<file path="config.mk">
export PLATFORM = sky130hd
export DESIGN_NAME = bec_regs
export DESIGN_NICKNAME = d
export VERILOG_FILES = /design/src/bec_pkg.sv /design/src/bec_pin_sync.sv /design/src/bec_regs.sv
export SDC_FILE = /design/constraint.sdc
export NUM_CORES = 1
export LEC_CHECK = 0
export BUFFER_PORTS_ARGS = -buffer_cell sky130_fd_sc_hd__buf_2
export CORE_UTILIZATION = 46
export DETAILED_ROUTE_END_ITERATION = 8
export GPL_TIMING_DRIVEN = 0
export PLACE_DENSITY = 0.75
export SKIP_CTS_REPAIR_TIMING = 1
export SLEW_MARGIN = 25
export SYNTH_ARGS = -nofsm -noshare
export SYNTH_HDL_FRONTEND = slang
export SYNTH_HIERARCHICAL = 1
export SYNTH_SLANG_ARGS = --single-unit
export TNS_END_PERCENT = 10
</file>
<file path="constraint.sdc">
create_clock -name ref_clk -period 4 [get_ports ref_clk]
set_input_delay 0.8 -clock ref_clk [delete_from_list [all_inputs] [get_ports ref_clk]]
set_output_delay 0.8 -clock ref_clk [all_outputs]
set_load 0.01 [all_outputs]
</file>
<file path="src/bec_pkg.sv">
// constants for the bridge error capture registers
// assumes a byte-addressed register port, 32-bit data
package bec_pkg;
    localparam int          ADDR_W       = 13;
    localparam int          DATA_W       = 32;
    localparam logic [12:0] OFF_SYS_LOW  = 13'h0800;
    localparam logic [12:0] OFF_SYS_HIGH = 13'h0840;
    localparam logic [12:0] OFF_STATUS   = 13'h0880;
    localparam logic [12:0] OFF_PCI_ADDR = 13'h1040;

    // status word layout
    localparam int STAT_SYS_VALID = 31;
    localparam int SYM_LSB        = 23;
    localparam int SYM_MSB        = 30;
    localparam int STAT_PCI_VALID = 4;
    localparam int PCI_SYM_LSB    = 0;
    localparam int PCI_SYM_MSB    = 3;

    // index into the eight system bus symptom bits (bit minus SYM_LSB)
    localparam int SYM_UE_B  = 7;
    localparam int SYM_UE_A  = 6;
    localparam int SYM_CE_B  = 5;
    localparam int SYM_CE_A  = 4;
    localparam int SYM_NXM   = 3;
    localparam int SYM_APERR = 2;
    localparam int SYM_LOST  = 1;
    localparam int SYM_OVFL  = 0;
    localparam logic [7:0] SYM_HARD_MASK = 8'hCD;

    // index into the four pci symptom bits
    localparam int PCI_PTE  = 3;
    localparam int PCI_TA   = 2;
    localparam int PCI_SERR = 1;
    localparam int PCI_PERR = 0;

    // high and low capture word layout
    localparam int         HI_VALID    = 31;
    localparam int         HI_DIRTY    = 20;
    localparam int         HI_ONES_LSB = 17;
    localparam logic [2:0] HI_ONES     = 3'h7;
    localparam int         HI_SLOT_LSB = 14;
    localparam int         HI_CMD_LSB  = 8;
    localparam int         LOW_LSB     = 4;

    // values after reset
    localparam logic [7:0]  SYM_RST  = 8'h00;
    localparam logic [3:0]  PCI_RST  = 4'h0;
    localparam logic [27:0] LOW_RST  = 28'h0000000;
    localparam logic [7:0]  HIA_RST  = 8'h00;
    localparam logic [5:0]  CMD_RST  = 6'h00;
    localparam logic [2:0]  SLOT_RST = 3'h0;
    localparam logic [31:0] PADR_RST = 32'h00000000;
    localparam logic [31:0] RD_IDLE  = 32'h00000000;
    localparam logic        PIN_IDLE = 1'b1;
endpackage

</file>
<file path="src/bec_pin_sync.sv">
// three-stage synchroniser for one pin input with agreement filter
// assumes the pin is asynchronous to ref_clk
`timescale 1ns/100ps
`default_nettype none
module bec_pin_sync
    import bec_pkg::*;
#(
    parameter logic IDLE = PIN_IDLE
) (
    input  wire logic ref_clk,
    input  wire logic rst,
    input  wire logic ce,
    input  wire logic pin_in,
    output var  logic level
);
    logic s1_r;
    logic s2_r;
    logic s3_r;
    logic level_r;

    always_ff @(posedge ref_clk or posedge rst) begin
        if (rst) begin
            s1_r <= IDLE;
            s2_r <= IDLE;
            s3_r <= IDLE;
        end else if (ce) begin
            s1_r <= pin_in;
            s2_r <= s1_r;
            s3_r <= s2_r;
        end
    end

    // only a level seen by two later stages counts, so a glitch is dropped
    always_ff @(posedge ref_clk or posedge rst) begin
        if (rst) begin
            level_r <= IDLE;
        end else if (ce && (s2_r == s3_r)) begin
            level_r <= s3_r;
        end
    end

    assign level = level_r;
endmodule // bec_pin_sync
`default_nettype wire

</file>
<file path="src/bec_regs.sv">
// bridge error capture and logging registers
// assumes event pulses come from logic on ref_clk; pci error pins are asynchronous
// What this block does
// - on a logged system bus error capture address bits 31:4; low nibble reads zero
// - a hard error locks both system bus capture registers against later errors
// - a write that clears the last hard status symptom bit unlocks the system bus capture
// - capture contents mean nothing while the system bus valid bit is clear
// - high capture bit 31 reads as the OR of status bits 30:23
// - high capture holds slot in 16:14, command in 13:8, address 39:32 in 7:0
// - high capture bit 20 is set for a read-dirty transaction
// - status locks on hard errors; only the lost-error bit may still set
// - status stays locked until every hard error bit is cleared by writing one
// - status bit 31 is read-only, the OR of bits 30:23
// - bits 30,29 uncorrectable and 28,27 correctable ecc from halves b and a
// - bit 26 for a nonexistent memory access; reads also get a fill error
// - bit 25 for a system bus command/address parity error
// - bit 24 when an error cannot be logged because state is locked
// - bit 23 when a bridge-targeted transaction is refused for full buffers
// - status bit 4 is read-only, the OR of bits 3:0, locking the pci address
// - bit 3 for an invalid page table entry on scatter/gather
// - bit 2 on master target abort except special cycles; reads get fill error
// - bit 1 when serr is observed; drive serr on own master target abort
// - bit 0 when the pci master observes perr asserted
// - a logged pci error captures pci address bits 31:0, also in dual address
//
// Strobed register access was left to the implementer.
`timescale 1ns/100ps
`default_nettype none
module bec_regs
    import bec_pkg::*;
(
    input  wire logic              ref_clk,
    input  wire logic              rst,
    input  wire logic              ce,
    input  wire logic [ADDR_W-1:0] bus_addr,
    input  wire logic [DATA_W-1:0] bus_wdata,
    input  wire logic              bus_wr,
    input  wire logic              bus_rd,
    output var  logic [DATA_W-1:0] bus_rdata,
    input  wire logic [39:0]       sys_addr,
    input  wire logic [5:0]        sys_cmd,
    input  wire logic [2:0]        sys_slot,
    input  wire logic              sys_rd_dirty,
    input  wire logic              sys_is_read,
    input  wire logic              ev_ue_b,
    input  wire logic              ev_ue_a,
    input  wire logic              ev_ce_b,
    input  wire logic              ev_ce_a,
    input  wire logic              ev_nxm,
    input  wire logic              ev_adr_perr,
    input  wire logic              ev_ovfl,
    input  wire logic [31:0]       pci_addr,
    input  wire logic              pci_is_read,
    input  wire logic              pci_special,
    input  wire logic              pci_master_active,
    input  wire logic              ev_invalid_page_entry,
    input  wire logic              ev_target_abort,
    input  wire logic              serr_n_i,
    input  wire logic              perr_n_i,
    output var  logic              serr_n_o,
    output var  logic              serr_oe,
    output var  logic              fill_error
);
    logic [7:0]        sym_r;
    logic [3:0]        pci_sym_r;
    logic              sys_lock_r;
    logic [27:0]       low_r;
    logic [7:0]        hia_r;
    logic [5:0]        cmd_r;
    logic [2:0]        slot_r;
    logic              dirty_r;
    logic [31:0]       padr_r;
    logic [DATA_W-1:0] rdata_r;
    logic              serr_n_r;
    logic              serr_oe_r;
    logic              fill_r;
    logic              serr_lvl;
    logic              perr_lvl;
    logic              serr_prev_r;
    logic              perr_prev_r;

    logic [7:0]        sym_set;
    logic [7:0]        sym_clr;
    logic [3:0]        pci_set;
    logic [3:0]        pci_clr;
    logic              sys_any;
    logic              sys_hard;
    logic              stat_lock;
    logic              sys_log_ok;
    logic              pci_lock;
    logic              ta_valid;
    logic              stat_wr;
    logic              unlock;

    function automatic logic hit(input logic [ADDR_W-1:0] a, input logic [ADDR_W-1:0] off);
        hit = (a == off);
    endfunction

    function automatic logic [DATA_W-1:0] status_word(input logic [7:0] s, input logic [3:0] p);
        logic [DATA_W-1:0] w;
        w = '0;
        w[STAT_SYS_VALID]          = |s;
        w[SYM_MSB:SYM_LSB]         = s;
        w[STAT_PCI_VALID]          = |p;
        w[PCI_SYM_MSB:PCI_SYM_LSB] = p;
        status_word = w;
    endfunction

    bec_pin_sync #(.IDLE(PIN_IDLE)) u_serr_sync (
        .ref_clk (ref_clk),
        .rst     (rst),
        .ce      (ce),
        .pin_in  (serr_n_i),
        .level   (serr_lvl)
    );

    bec_pin_sync #(.IDLE(PIN_IDLE)) u_perr_sync (
        .ref_clk (ref_clk),
        .rst     (rst),
        .ce      (ce),
        .pin_in  (perr_n_i),
        .level   (perr_lvl)
    );

    always_ff @(posedge ref_clk or posedge rst) begin
        if (rst) begin
            serr_prev_r <= PIN_IDLE;
            perr_prev_r <= PIN_IDLE;
        end else if (ce) begin
            serr_prev_r <= serr_lvl;
            perr_prev_r <= perr_lvl;
        end
    end

    // event decode
    always_comb begin
        sys_any  = ev_ue_b | ev_ue_a | ev_ce_b | ev_ce_a | ev_nxm | ev_adr_perr | ev_ovfl;
        sys_hard = ev_ue_b | ev_ue_a | ev_nxm | ev_adr_perr | ev_ovfl;
        stat_lock = |(sym_r & SYM_HARD_MASK);
        sys_log_ok = !sys_lock_r && !stat_lock;
        pci_lock = |pci_sym_r;
        ta_valid = ev_target_abort && !pci_special;
        stat_wr  = bus_wr && hit(bus_addr, OFF_STATUS);
        sym_clr  = stat_wr ? bus_wdata[SYM_MSB:SYM_LSB] : 8'h00;
        pci_clr  = stat_wr ? bus_wdata[PCI_SYM_MSB:PCI_SYM_LSB] : 4'h0;
        unlock   = |(sym_clr & sym_r);
        sym_set = 8'h00;
        if (sys_log_ok) begin
            sym_set[SYM_UE_B]  = ev_ue_b;
            sym_set[SYM_UE_A]  = ev_ue_a;
            sym_set[SYM_CE_B]  = ev_ce_b;
            sym_set[SYM_CE_A]  = ev_ce_a;
            sym_set[SYM_NXM]   = ev_nxm;
            sym_set[SYM_APERR] = ev_adr_perr;
            sym_set[SYM_OVFL]  = ev_ovfl;
        end
        // lost stays free to set while everything else is held
        sym_set[SYM_LOST] = sys_any && !sys_log_ok;
        pci_set = 4'h0;
        pci_set[PCI_PTE]  = ev_invalid_page_entry;
        pci_set[PCI_TA]   = ta_valid;
        pci_set[PCI_SERR] = !serr_lvl && serr_prev_r;
        pci_set[PCI_PERR] = !perr_lvl && perr_prev_r && pci_master_active;
    end

    // symptom bits: a set in the same cycle as its clear wins
    always_ff @(posedge ref_clk or posedge rst) begin
        if (rst) begin
            sym_r     <= SYM_RST;
            pci_sym_r <= PCI_RST;
        end else if (ce) begin
            sym_r     <= (sym_r & ~sym_clr) | sym_set;
            pci_sym_r <= (pci_sym_r & ~pci_clr) | pci_set;
        end
    end

    // capture lock; a hard error in the unlock cycle only sets lost, so the lock is still released
    always_ff @(posedge ref_clk or posedge rst) begin
        if (rst) begin
            sys_lock_r <= 1'b0;
        end else if (ce) begin
            if (sys_any && sys_hard && sys_log_ok) begin
                sys_lock_r <= 1'b1;
            end else if (unlock) begin
                sys_lock_r <= 1'b0;
            end
        end
    end

    // capture is kept even when valid is clear; software must not rely on it then
    always_ff @(posedge ref_clk or posedge rst) begin
        if (rst) begin
            low_r   <= LOW_RST;
            hia_r   <= HIA_RST;
            cmd_r   <= CMD_RST;
            slot_r  <= SLOT_RST;
            dirty_r <= 1'b0;
        end else if (ce && sys_any && sys_log_ok) begin
            low_r   <= sys_addr[31:LOW_LSB];
            hia_r   <= sys_addr[39:32];
            cmd_r   <= sys_cmd;
            slot_r  <= sys_slot;
            dirty_r <= sys_rd_dirty;
        end
    end

    // the low 32 bits are taken as given, also in dual address cycles
    always_ff @(posedge ref_clk or posedge rst) begin
        if (rst) begin
            padr_r <= PADR_RST;
        end else if (ce && (|pci_set) && !pci_lock) begin
            padr_r <= pci_addr;
        end
    end

    // serr is driven for one cycle, low while enabled
    always_ff @(posedge ref_clk or posedge rst) begin
        if (rst) begin
            serr_n_r  <= PIN_IDLE;
            serr_oe_r <= 1'b0;
            fill_r    <= 1'b0;
        end else if (ce) begin
            serr_n_r  <= !ta_valid;
            serr_oe_r <= ta_valid;
            fill_r    <= (ev_nxm && sys_is_read) || (ta_valid && pci_is_read);
        end
    end

    // read data stand for one cycle only; unmapped reads return zero
    always_ff @(posedge ref_clk or posedge rst) begin
        if (rst) begin
            rdata_r <= RD_IDLE;
        end else if (ce) begin
            rdata_r <= RD_IDLE;
            if (bus_rd) begin
                if (hit(bus_addr, OFF_SYS_LOW)) begin
                    rdata_r <= {low_r, 4'h0};
                end else if (hit(bus_addr, OFF_SYS_HIGH)) begin
                    rdata_r <= {|sym_r, 10'h000, dirty_r, HI_ONES, slot_r, cmd_r, hia_r};
                end else if (hit(bus_addr, OFF_STATUS)) begin
                    rdata_r <= status_word(sym_r, pci_sym_r);
                end else if (hit(bus_addr, OFF_PCI_ADDR)) begin
                    rdata_r <= padr_r;
                end
            end
        end
    end

    assign bus_rdata  = rdata_r;
    assign serr_n_o   = serr_n_r;
    assign serr_oe    = serr_oe_r;
    assign fill_error = fill_r;
endmodule // bec_regs
`default_nettype wire

</file>
---- Word-level counts from Yosys, hierarchy flattened ----
Cells that the tools add are included.
cells by class
  equal/unequal tests ..................... 6
  multiplexer cells ....................... 11
  bitwise operators ....................... 16
  reductions and logical operators ........ 33
operators with widths
  kind                                                                number
  32-bit 2-to-1 mux                                                   5
  13-bit by 12-bit == test with 1-bit output (second input constant)  3
  1-bit logical AND                                                   17
  8-bit bitwise AND                                                   2
  8-bit OR reduction                                                  2
  13-bit == test (second input constant)                              1
  1-bit bitwise OR                                                    9
  1-bit zero test                                                     8
  8-bit 2-to-1 mux                                                    1
  8-bit NOT                                                           1
  8-bit bitwise OR                                                    1
  4-bit OR reduction                                                  2
  6-bit 2-to-1 mux                                                    1
  5-bit OR reduction                                                  1
  4-bit bitwise AND                                                   1
  4-bit 2-to-1 mux                                                    1
  4-bit NOT                                                           1
  4-bit bitwise OR                                                    1
  1-bit 2-to-1 mux                                                    3
  1-bit == test                                                       2
  2-bit AND reduction                                                 1
  2-bit nonzero test                                                  1
  1-bit logical OR                                                    1
storage, ports and cells
  flip-flop bits (word level) ............. 136
  input port bits ......................... 147
  output and inout port bits .............. 35
  word-level logic and storage cells ...... 89

---- Depth between registers and ports, before layout ----
Gate-level depths: netlist of the first run.
  depth in word-level cells ............... 10
  depth in mapped cells ................... 7
  mapped depth without buffers ............ 4

---- Hierarchy ----
The synthesis of the first run kept the hierarchy.
by module, submodules not included
  module        instances  cells each  area each (um^2)  seq. area each (um^2)
  bec_regs      1          472         5906.9            3206.8
  bec_pin_sync  2          11          165.2             105.1

---- Worst setup path after synthesis of the first run ----
No wires, ideal clock.
  path kind ............................... input port to flip-flop
  from .................................... in bus_addr[9]
  to ...................................... reg rdata_r[23] (netlist: bus_rdata[23])
  setup time .............................. 0.126 ns
  data arrival time ....................... 2.263 ns
  data required time ...................... 3.874 ns
  slack ................................... 1.611 ns
  stages on the path ...................... 7
  buffers on the path ..................... 3
  cells stage by stage .................... or3_1 -> clkbuf_1 -> clkbuf_1 -> nor3_2 -> buf_2 -> a211oi_1 -> a221o_1
between the ends
  longest elaborated chain between the ends .. 6
  elaborated cells on any way between the ends .. 9
  classes of those cells .................. eq/ne: 4; mux: 5
RTL lines
  element                 line             RTL
  start: declaration      bec_regs.sv:35   input wire logic [ADDR_W-1:0] bus_addr,
  13-bit == test          bec_regs.sv:96   hit = (a == off);
  32-bit 2-to-1 mux       bec_regs.sv:242  end else if (hit(bus_addr, OFF_PCI_ADDR)) begin
  32-bit 2-to-1 mux       bec_regs.sv:240  end else if (hit(bus_addr, OFF_STATUS)) begin
  32-bit 2-to-1 mux       bec_regs.sv:238  end else if (hit(bus_addr, OFF_SYS_HIGH)) begin
  32-bit 2-to-1 mux *     bec_regs.sv:236  if (hit(bus_addr, OFF_SYS_LOW)) begin
  32-bit 2-to-1 mux *     bec_regs.sv:235  if (bus_rd) begin
  end signal: assignment  bec_regs.sv:237  rdata_r <= {low_r, 4'h0};
  end signal: assignment  bec_regs.sv:239  rdata_r <= {|sym_r, 10'h000, dirty_r, HI_ONES, slot_r, cmd_r, hia_r};
  end signal: assignment  bec_regs.sv:241  rdata_r <= status_word(sym_r, pci_sym_r);
  end: declaration        bec_regs.sv:73   logic [DATA_W-1:0] rdata_r;
Mark *: on every way between the ends. The rest lies on a longest branch, timed or not.
A chain may end at the register's enable or synchronous reset.

---- Worst setup path in the final report of the first run ----
  from .................................... in bus_addr[0]
  to ...................................... reg rdata_r[6] (netlist: bus_rdata[6])
The elaborated chain is that of the path after synthesis.

==> summary.md, run 1 <==
| Metric | Value |
|---|---|
| Via count of the first global-routing pass | `5054` |
| Commonest non-fill, non-tap cells in the layout | `buf_2 (163), dfrtp_1 (125), mux2_2 (46), nand3_1 (40), mux2_4 (40)` |
| Synth Area in XOR/XNOR | `less than 1%` |
| Total clock buffers created by CTS | `17` |
| Post-Syn Area per Cell | `12.63 um2` |
| Initial antenna violation count | `0` |
| Diode count | `0` |
| Fin. Hold Viols | `0` |
| Port buffer count | `around 160` |
| Filler cells | `1087` |
| Hold Path Class | `input pin to asynchronous set/reset pin` |
| R2r setup slk | `~1.5 ns` |
| Post-synthesis compound-gate area fraction | `12.28%` |
| Synthesized area | `slightly above 6000 um2` |
| Clock Latency Late Sink | `0.42 ns` |
| Share of layout cells above drive strength 1 | `44.54%` |
| Cell variety after synth | `48` |
| Syn_nets | `641` |
| Setup CP Type | `input pin to flip-flop` |
| VDD IR max | `0.2643 mV` |
| Crit path launch type | `input pin` |
| H-tree Lvls | `4` |
| Total grt overflow | `0` |
| Crit share post-route | `72.79%` |
| Critical path arrival | `~3.3 ns` |
| WP data required | `~4.4 ns` |
| Leak pwr | `3.810 nW` |
| Adder-Cell Fraction of Synth Area | `0%` |
| Global Route Usage Sum | `25.00%` |
| Async set-reset flop share out of synthesis | `100.0%` |
| Crit. End Element | `flip-flop` |
| Multiplexer area fraction after synthesis | `17.93%` |
| EDFF count, synth | `0` |
| Worst r2r path cells | `5` |
| Most used cell, CP | `buf_2` |
| FMAX | `343.4 MHz` |
| CTS root buf | `clkbuf_16` |
| Ports | `182` |
| Core area | `about 13000 um2` |
| TritonRoute pass-1 iters | `5` |
| Initial core utilization | `47.10%` |
| Layout Utilization | `59.73%` |
| Cell taking the most area after synthesis | `dfrtp_1` |
| Largest net degree at the start of global routing | `34` |
| CP startpoint | `bus_addr[0]` |
| Post-synthesis simple-gate area fraction | `11.19%` |
| Fin. max-slew vios | `0` |
| Warnings, synthesis | `6` |
| Routed vias | `between 4000 and 5000` |
| CTS Sinks | `136` |
| Commonest non-fill, non-tap cell in the layout | `buf_2` |
| Setup TNS | `0 ns` |
| Largest stage delay, worst path | `0.86 ns` |
| Max_cap viols | `0` |
| Routability Congestion | `0.8594` |
| Detailed placement HPWL | `12230 um` |
| Via density | `5.634` |
| Cells along the critical path | `buf_2 -> nor4_1 -> nand4_1 -> nor2_1 -> buf_2 -> a221o_1` |
| CTS tree | `yes` |
| # rows | `42` |
| Clk pin slew, worst setup/hold paths | `0.06 ns` |
| Die area | `14030 um2` |
| Final #Nets | `821` |
| DRC violations left | `0` |
| Clock Skews | `0.006439 ns` |
| DRT Wirelength | `16690 um` |
| Synth top area share | `between 50 and 60%` |
| WL/cell | `19.34 um` |
| Initial DRC Count | `410` |
| Synth area leaders | `dfrtp_1 (50%), mux2_4 (9.6%), mux2_2 (8.3%)` |
| Outcome | `finished clean` |
| Unrepaired setup endpoints after global routing | `no` |
| FF-to-FF Start | `sym_r[2]` |
| Slew margin rel. | `30.68%` |
| Synth Register Bits | `136` |
| Worst-Margin Slew | `between 1 and 1.5 ns` |
| Register area share after synthesis | `54.78%` |
| Die height | `118.4 um` |
| DIE WIDTH | `about 120 um` |
| First-pass GRT wire length | `26520 um` |
| Largest family of logic cells by synthesized area | `multiplexers` |
| Crit path time final | `approximately 2.9 ns` |
| PD cells | `534.2 nW/um2` |
| Ys flop type | `dfrtp_1` |
| CTS Buffer Depth | `2` |
| Final setup viols | `0` |
| CP Max Fanout | `10` |
| Syn Inst Count | `between 400 and 500` |
| Critical-path top delay cell | `nor4_1` |
| Detail Route Antenna Nets | `0` |
| Area growth, synth to finish | `26.82%` |
==> final cells by class <==
cell class	count	area (um2)	area share (%)
inverters	16	63.81	0.8067
repair buffers	161	873.3	11.04
clock inverters	10	58.81	0.7434
plain buffers	35	168.9	2.135
well taps	176	220.2	2.784
flip-flops and latches	136	3417	43.20
clock buffers	22	516.7	6.533
multi-input cells	307	2591	32.76
==> power breakdown <==
| part | switching (W) | total [W] | internal [W] |
|---|---|---|---|
| logic | 0.000257 | 0.000729 | 0.000471 |
| registers | 0.000241 | 0.00199 | 0.00175 |
| clock network | 0.000592 | 0.00150 | 0.000913 |
| total | 0.00109 | 0.00423 | 0.00314 |
==> flip-flops by register name (all words and copies together) (netlist names), 3 cells and up <==
name and cells:
bus_rdata 32, cmd_r 6, hia_r 8, low_r 28, padr_r 32, pci_sym_r 4, slot_r 3, sym_r 8
==> critical path, delay by kind of cell <==
family / cells / cell delay, ns
compound gates: 1 / 0.19
buf+inv: 2 / 0.48
simple gates: 3 / 1.79
==> synth_stat cells, types with 3 or more instances <==
library cell,instances
nand3_1,40
clkbuf_1,24
nand2_1,12
and3_1,3
a22o_1,16
o32ai_1,3
mux2_2,46
a221o_1,23
nor3_1,7
or4_1,7
a211oi_1,8
o2bb2ai_1,6
nand4_1,11
dfstp_2,11
dfrtp_1,125
buf_2,6
nor2_1,11
nor2b_1,7
a21oi_1,26
inv_1,16
nand2b_1,3
buf_6,4
or3_1,3
o21ai_0,3
mux2_4,40
a22oi_1,4
and2_1,3
==> routing by layer <==
layer  wire length [um]  vias to the layer above  GRT usage [%]
met5                  0                        -              0
met4                375                        0          9.731
met3                994                       34          6.178
met2               7910                      175          40.22
met1               7406                     2421          32.58
li1                   -                     2232              -
==> metrics by stage <==
step / instances / hold slack [ns] / area [um2] / total power [W] / worst slack (ns)
floorplan: 494 / 0.4703 / 6241 / 0.002480 / 1.611
global placement: 827 / 0.4681 / 7247 / 0.002678 / 0.9068
detailed placement: 831 / 0.4725 / 7335 / 0.002730 / 0.8062
CTS: 863 / 0.3500 / 7910 / 0.004249 / 1.255
global route: 863 / 0.3620 / 7910 / 0.004422 / 0.9995
finish: 863 / 0.3570 / 7910 / 0.004226 / 1.088
==> worst paths after layout <==
path                            endpoint
setup / recovery            bus_rdata[6]
hold / removal                fill_error
setup reg to reg                cmd_r[2]
hold reg to reg            bus_rdata[31]
max in group asynchronous  bus_rdata[14]
min in group ref_clk       bus_rdata[31]
==> cells by family after synthesis <==
kind of cell,count (synthesis)
compound gates,99
xor+xnor,1
buf+inv,51
flops,136
mux,86
simple gates,121
Note: power is estimated with default switching activity, not from simulation.
==> run 2: changes to the inputs <==
==> constraint.sdc (replaced) <==
create_clock -name ref_clk -period 2.5 [get_ports ref_clk]
set_input_delay 0.5 -clock ref_clk [delete_from_list [all_inputs] [get_ports ref_clk]]
set_output_delay 0.5 -clock ref_clk [all_outputs]
set_load 0.01 [all_outputs]
==> run 2 against run 1 <==
Sequential share of layout area is essentially flat. Critical path depth shrank 1. Non-clock buffer count is the same. Wire length shrank 0.25%. Register-to-register slack lost 1.5 ns. First-iteration DRC count shrank 1.2%. Final cell count is the same. Power grew 60%. Worst hold slack lost 0.30 ns. Sequential power grew 60%. Count of clock-buffer cells in the layout is the same.
==> summary.md, run 2 (synthesis results as in run 1) <==
| Metric | Value |
|---|---|
| Initial DRC Count | `405 (-1.2%)` |
| Via count of the first global-routing pass | `5054 (unchanged)` |
| CTS root buf | `clkbuf_16` |
| Largest stage delay, worst path | `0.59 ns (-0.27 ns)` |
| DRC violations left | `0 (unchanged)` |
| Commonest non-fill, non-tap cell in the layout | `buf_2` |
| TritonRoute pass-1 iters | `5 (unchanged)` |
| Total grt overflow | `0 (unchanged)` |
| # rows | `42 (unchanged)` |
| Detail Route Antenna Nets | `0 (unchanged)` |
| Pre-CTS setup slack | `-0.3938 ns (-1.200 ns)` |
| Unrepaired setup endpoints after global routing | `no` |
| Detailed placement HPWL | `12230 um (unchanged)` |
| Dpl cell area | `7335 um2 (unchanged)` |
| PnR worst setup slack | `0.07200 ns (-1.016 ns)` |
| DRT Wirelength | `16650 um (-0.25%)` |
| Setup CP Type | `flip-flop to flip-flop` |
| Port buffer count | `157 (unchanged)` |
| Routed vias | `4857 (-0.10%)` |
| Critical-path top delay cell | `or4_4` |
| Total power | `0.006765 W (+60%)` |
| Critical path arrival | `2.72 ns (-0.54 ns)` |
| Diode count | `0 (unchanged)` |
| WP data required | `2.80 ns (-1.55 ns)` |
| Fin. Hold Viols | `0 (unchanged)` |
| Share of layout cells above drive strength 1 | `44.69% (+0.15 points)` |
| Clk pin slew, worst setup/hold paths | `0.06 ns (about the same)` |
| Total clock buffers created by CTS | `17 (unchanged)` |
| CTS tree | `yes` |
| Clock Latency Late Sink | `0.42 ns (about the same)` |
| Max_cap viols | `0 (unchanged)` |
| PD cells | `854.6 nW/um2 (+60%)` |
| Final #Nets | `821 (unchanged)` |
| Final setup viols | `0 (unchanged)` |
| Crit path launch type | `flip-flop` |
| Ports | `182 (unchanged)` |
| H-tree Lvls | `4 (unchanged)` |
| Largest net degree at the start of global routing | `34 (unchanged)` |
| Multi-input logic area | `2597 um2 (+0.24%)` |
| Area growth, synth to finish | `26.92% (about the same)` |
| Outcome | `finished clean` |
| WHS | `0.05692 ns (-0.3001 ns)` |
| Leak pwr | `3.810 nW (about the same)` |
| FMAX | `411.9 MHz` |
| Worst-Margin Slew | `0.6280 ns (-0.4023 ns)` |
| Core area | `13240 um2 (unchanged)` |
| Initial core utilization | `47.10% (unchanged)` |
| Filler cells | `1088 (+0.092%)` |
| Setup TNS | `0 ns (unchanged)` |
| Crit. End Element | `flip-flop` |
| VDD IR max | `0.4228 mV (+60%)` |
| Slew margin rel. | `57.79% (+27 points)` |
| Routability Congestion | `0.8594 (unchanged)` |
| Hold Path Class | `input pin to asynchronous set/reset pin` |
| Post-route cell area | `7916 um2 (about the same)` |
| CTS Buffer Depth | `2 (unchanged)` |
| Via density | `5.628 (-0.10%)` |
| Crit share post-route | `97.12%` |
| Register area | `3417 um2 (unchanged)` |
| Crit path time final | `2.428 ns` |
| DIE WIDTH | `118.4 um (unchanged)` |
| Commonest non-fill, non-tap cells in the layout | `buf_2 (163), dfrtp_1 (125), mux2_2 (46), nand3_1 (40), mux2_4 (40)` |
| Initial antenna violation count | `0 (unchanged)` |
| Fin. max-slew vios | `0 (unchanged)` |
| First-pass GRT wire length | `26520 um (unchanged)` |
| CTS Sinks | `136 (unchanged)` |
| WL/cell | `19.29 um (-0.25%)` |
| CP Max Fanout | `10 (unchanged)` |
| Clock Skews | `0.007384 ns (+0.0009451 ns)` |
| Cells along the critical path | `or4_4 -> nor4_4 -> nand2_4 -> buf_6 -> mux2_4` |
| Global Route Usage Sum | `25.00% (unchanged)` |
| Die height | `118.4 um (unchanged)` |
| Die area | `14030 um2 (unchanged)` |
-- run 2: critical path: cells and delay by family, from the launching register on --
kind,cells,cell delay (ns)
buffers and inverters,1,0.24
flip-flops,1,0.42
multiplexers,1,0.31
AND/OR/NAND/NOR,3,1.32
-- run 2: final cells by class --
type	instances	share of cell area, %
Tap cell	176	2.782
Sequential cell	136	43.16
Buffer	35	2.134
Multi-Input combinational cell	307	32.81
Timing Repair Buffer	161	11.03
Clock inverter	10	0.7428
Clock buffer	22	6.528
Inverter	16	0.8061
-- run 2: power by group --
part | internal (W) | total (W) | leakage (nW) | switching [W]
registers | 0.00280 | 0.00319 | 1.70 | 0.000385
clock network | 0.00146 | 0.00241 | 0.298 | 0.000949
logic | 0.000755 | 0.00117 | 1.82 | 0.000413
-- run 2: metrics by stage --
stage	util (%)	instances
6_report	59.78	863
4_1_cts	59.73	863
3_3_place_gp	54.72	827
3_5_place_dp	55.39	831
2_1_floorplan	-	494
5_1_grt	59.78	863
-- run 2: path summary, 6_finish.rpt --
check,to,from,cells after the start,slack (ns)
max,cmd_r[2],sym_r[2],5,0.07
min,fill_error,rst,2,0.06
max reg2reg,cmd_r[2],sym_r[2],5,0.07
min reg2reg,bus_rdata[31],bus_rdata[31],1,0.49
max in group asynchronous,bus_rdata[14],rst,4,1.75
min in group ref_clk,padr_r[17],pci_addr[17],2,0.31
-- run 2: routing by layer --
layer	up-vias	GRT usage, %	routed length (um)
met2	176	40.22	7957
met1	2417	32.58	7449
li1	2235	-	-
met4	0	9.731	337
met5	-	0	0
met3	29	6.178	901
==> run 3: changes to the inputs <==
--- a/config.mk
+++ b/config.mk
@@ -7,6 +7,7 @@
 export LEC_CHECK = 0
 export BUFFER_PORTS_ARGS = -buffer_cell sky130_fd_sc_hd__buf_2
 export CORE_UTILIZATION = 46
+export CTS_BUF_LIST = sky130_fd_sc_hd__clkbuf_16
 export DETAILED_ROUTE_END_ITERATION = 8
 export GPL_TIMING_DRIVEN = 0
 export PLACE_DENSITY = 0.75
==> run 3 against run 2 <==
Via count fell by 0.31%. Final cell count unchanged. Core utilization shrank 0.23 points. First-iteration DRC count up 8.6%. Sequential share of layout area is 0.16 points higher. Clock power shrank 4%. Setup slack better by 0.0032 ns. Clock skew grew 0.0025 ns. Wire length shrank 0.48%. Non-clock buffer count is the same. Worst hold slack gained 0.0019 ns. Combinational power about the same.
==> summary.md, run 3 (synthesis results as in run 1) <==
| Metric | Value |
|---|---|
| Outcome | `finished clean` |
| Total grt overflow | `0 (unchanged)` |
| CTS root buf | `clkbuf_16` |
| First-pass GRT wire length | `26490 um (-0.10%)` |
| WL/cell | `19.19 um (-0.48%)` |
| Via count of the first global-routing pass | `5054 (unchanged)` |
| Unrepaired setup endpoints after global routing | `no` |
| Crit. End Element | `flip-flop` |
| PD cells | `844.4 nW/um2 (-1.2%)` |
| Die area | `14030 um2 (unchanged)` |
| Worst r2r path cells | `5 (unchanged)` |
| Leak pwr | `3.793 nW (-0.44%)` |
| Max_cap viols | `0 (unchanged)` |
| Initial core utilization | `47.10% (unchanged)` |
| Fin. max-slew vios | `0 (unchanged)` |
| Diode count | `0 (unchanged)` |
| Core area | `13240 um2 (unchanged)` |
| CP Max Fanout | `10 (unchanged)` |
| Port buffer count | `157 (unchanged)` |
| Crit path launch type | `flip-flop` |
| CTS Buffer Depth | `2 (unchanged)` |
| Clock Latency Late Sink | `0.42 ns (about the same)` |
| Ports | `182 (unchanged)` |
| Crit share post-route | `96.99% (-0.13 points)` |
| FMAX | `412.4 MHz (+0.13%)` |
| Total clock buffers created by CTS | `17 (unchanged)` |
| DRT Wirelength | `16570 um (-0.48%)` |
| Commonest non-fill, non-tap cells in the layout | `buf_2 (163), dfrtp_1 (125), mux2_2 (46), nand3_1 (40), mux2_4 (40)` |
| Via density | `5.611 (-0.31%)` |
| Layout Utilization | `59.55% (-0.23 points)` |
| Clock Skews | `0.009885 ns (+0.002502 ns)` |
| Post-route cell area | `7886 um2 (-0.38%)` |
| FF-to-FF Start | `sym_r[2]` |
| DIE WIDTH | `118.4 um (unchanged)` |
| Filler cells | `1091 (+0.28%)` |
| Final setup viols | `0 (unchanged)` |
| Routed vias | `4842 (-0.31%)` |
| R2r setup slk | `0.08 ns (about the same)` |
| Detailed placement HPWL | `12230 um (unchanged)` |
| Commonest non-fill, non-tap cell in the layout | `buf_2` |
| VDD IR max | `0.4219 mV (-0.20%)` |
| Clk pin slew, worst setup/hold paths | `0.06 ns (about the same)` |
| CTS Sinks | `136 (unchanged)` |
| Setup CP Type | `flip-flop to flip-flop` |
| H-tree Lvls | `4 (unchanged)` |
| Share of layout cells above drive strength 1 | `44.25% (-0.44 points)` |
| TritonRoute pass-1 iters | `4 (-1)` |
| Die height | `118.4 um (unchanged)` |
| Initial DRC Count | `440 (+8.6%)` |
| CTS tree | `yes` |
| Routability Congestion | `0.8594 (unchanged)` |
| Worst-Margin Slew | `0.6317 ns (+0.003717 ns)` |
| Dpl cell area | `7335 um2 (unchanged)` |
| Global Route Usage Sum | `25.03% (+0.026 points)` |
| Final #Nets | `821 (unchanged)` |
| Area growth, synth to finish | `26.44%` |
| R2R Path End | `cmd_r[2]` |
| Largest net degree at the start of global routing | `34 (unchanged)` |
| Hold Path Class | `input pin to asynchronous set/reset pin` |
| Detail Route Antenna Nets | `0 (unchanged)` |
| Initial antenna violation count | `0 (unchanged)` |
| Fin. Hold Viols | `0 (unchanged)` |
| WP data required | `2.80 ns (about the same)` |
| Slew margin rel. | `57.73% (about the same)` |
| Crit path time final | `2.425 ns (-0.003228 ns)` |
| Critical path arrival | `2.72 ns (about the same)` |
| # rows | `42 (unchanged)` |
| DRC violations left | `0 (unchanged)` |
[run 3: changes by cell type in the layout (fill, tap and decap cells not counted)]
cell      previous run  this run
clkbuf_8             3         0
clkinv_1             0         3
[run 3: layout make-up]
type / count / area [um2] / share of cell area (%)
Buffer: 35 / 168.9 / 2.142
Clock buffer: 19 / 475.5 / 6.029
Clock inverter: 13 / 70.07 / 0.8885
Inverter: 16 / 63.81 / 0.8091
Multi-Input combinational cell: 307 / 2597 / 32.94
Sequential cell: 136 / 3417 / 43.33
Tap cell: 176 / 220.2 / 2.792
Timing Repair Buffer: 161 / 873.3 / 11.07
[run 3: worst max-delay path by stage]
| stage | from | end | cells past startpoint |
|---|---|---|---|
| 4_1_cts | bus_addr[0] | bus_rdata[6] | 6 |
| 3_5_place_dp | bus_addr[0] | bus_rdata[6] | 6 |
| 6_report | sym_r[2] | cmd_r[2] | 5 |
| 3_3_place_gp | rst | bus_rdata[14] | 2 |
| 5_1_grt | sym_r[2] | hia_r[4] | 5 |
| 2_1_floorplan | bus_addr[9] | bus_rdata[23] | 7 |
[run 3: where the power goes]
| group | internal (W) | switching (W) |
|---|---|---|
| combinational | 0.000755 | 0.000412 |
| sequential | 0.00280 | 0.000383 |
| clock | 0.00137 | 0.000938 |
[run 3: per-layer routing]
layer	track usage [%]	up-vias	part of all wire, %
li1	-	2236	-
met1	32.53	2404	44
met2	40.04	182	49
met3	6.178	20	6.0
met4	10.44	0	1.4
met5	0	-	0
[run 3: through the flow]
| stage | hold slack (ns) | setup TNS (ns) | worst slack (ns) | total power, W | cells |
|---|---|---|---|---|---|
| after detailed placement | 0.4725 | -11.27 | -0.3938 | 0.004368 | 831 |
| after floorplan | 0.4552 | 0 | 0.4108 | 0.003969 | 494 |
| final | 0.05880 | 0 | 0.07523 | 0.006659 | 863 |
| after CTS | 0.04585 | 0 | 0.05941 | 0.006706 | 863 |
| after global routing | 0.05891 | 0 | 0.001849 | 0.006984 | 863 |
| after global placement | 0.4681 | -43.42 | -0.2932 | 0.004284 | 827 |
[run 3: worst max-delay path: stages (launching register included)]
cell	delay (ns)
dfrtp_1	0.43
or4_4	0.59
nor4_4	0.48
nand2_4	0.25
buf_6	0.24
mux2_4	0.31
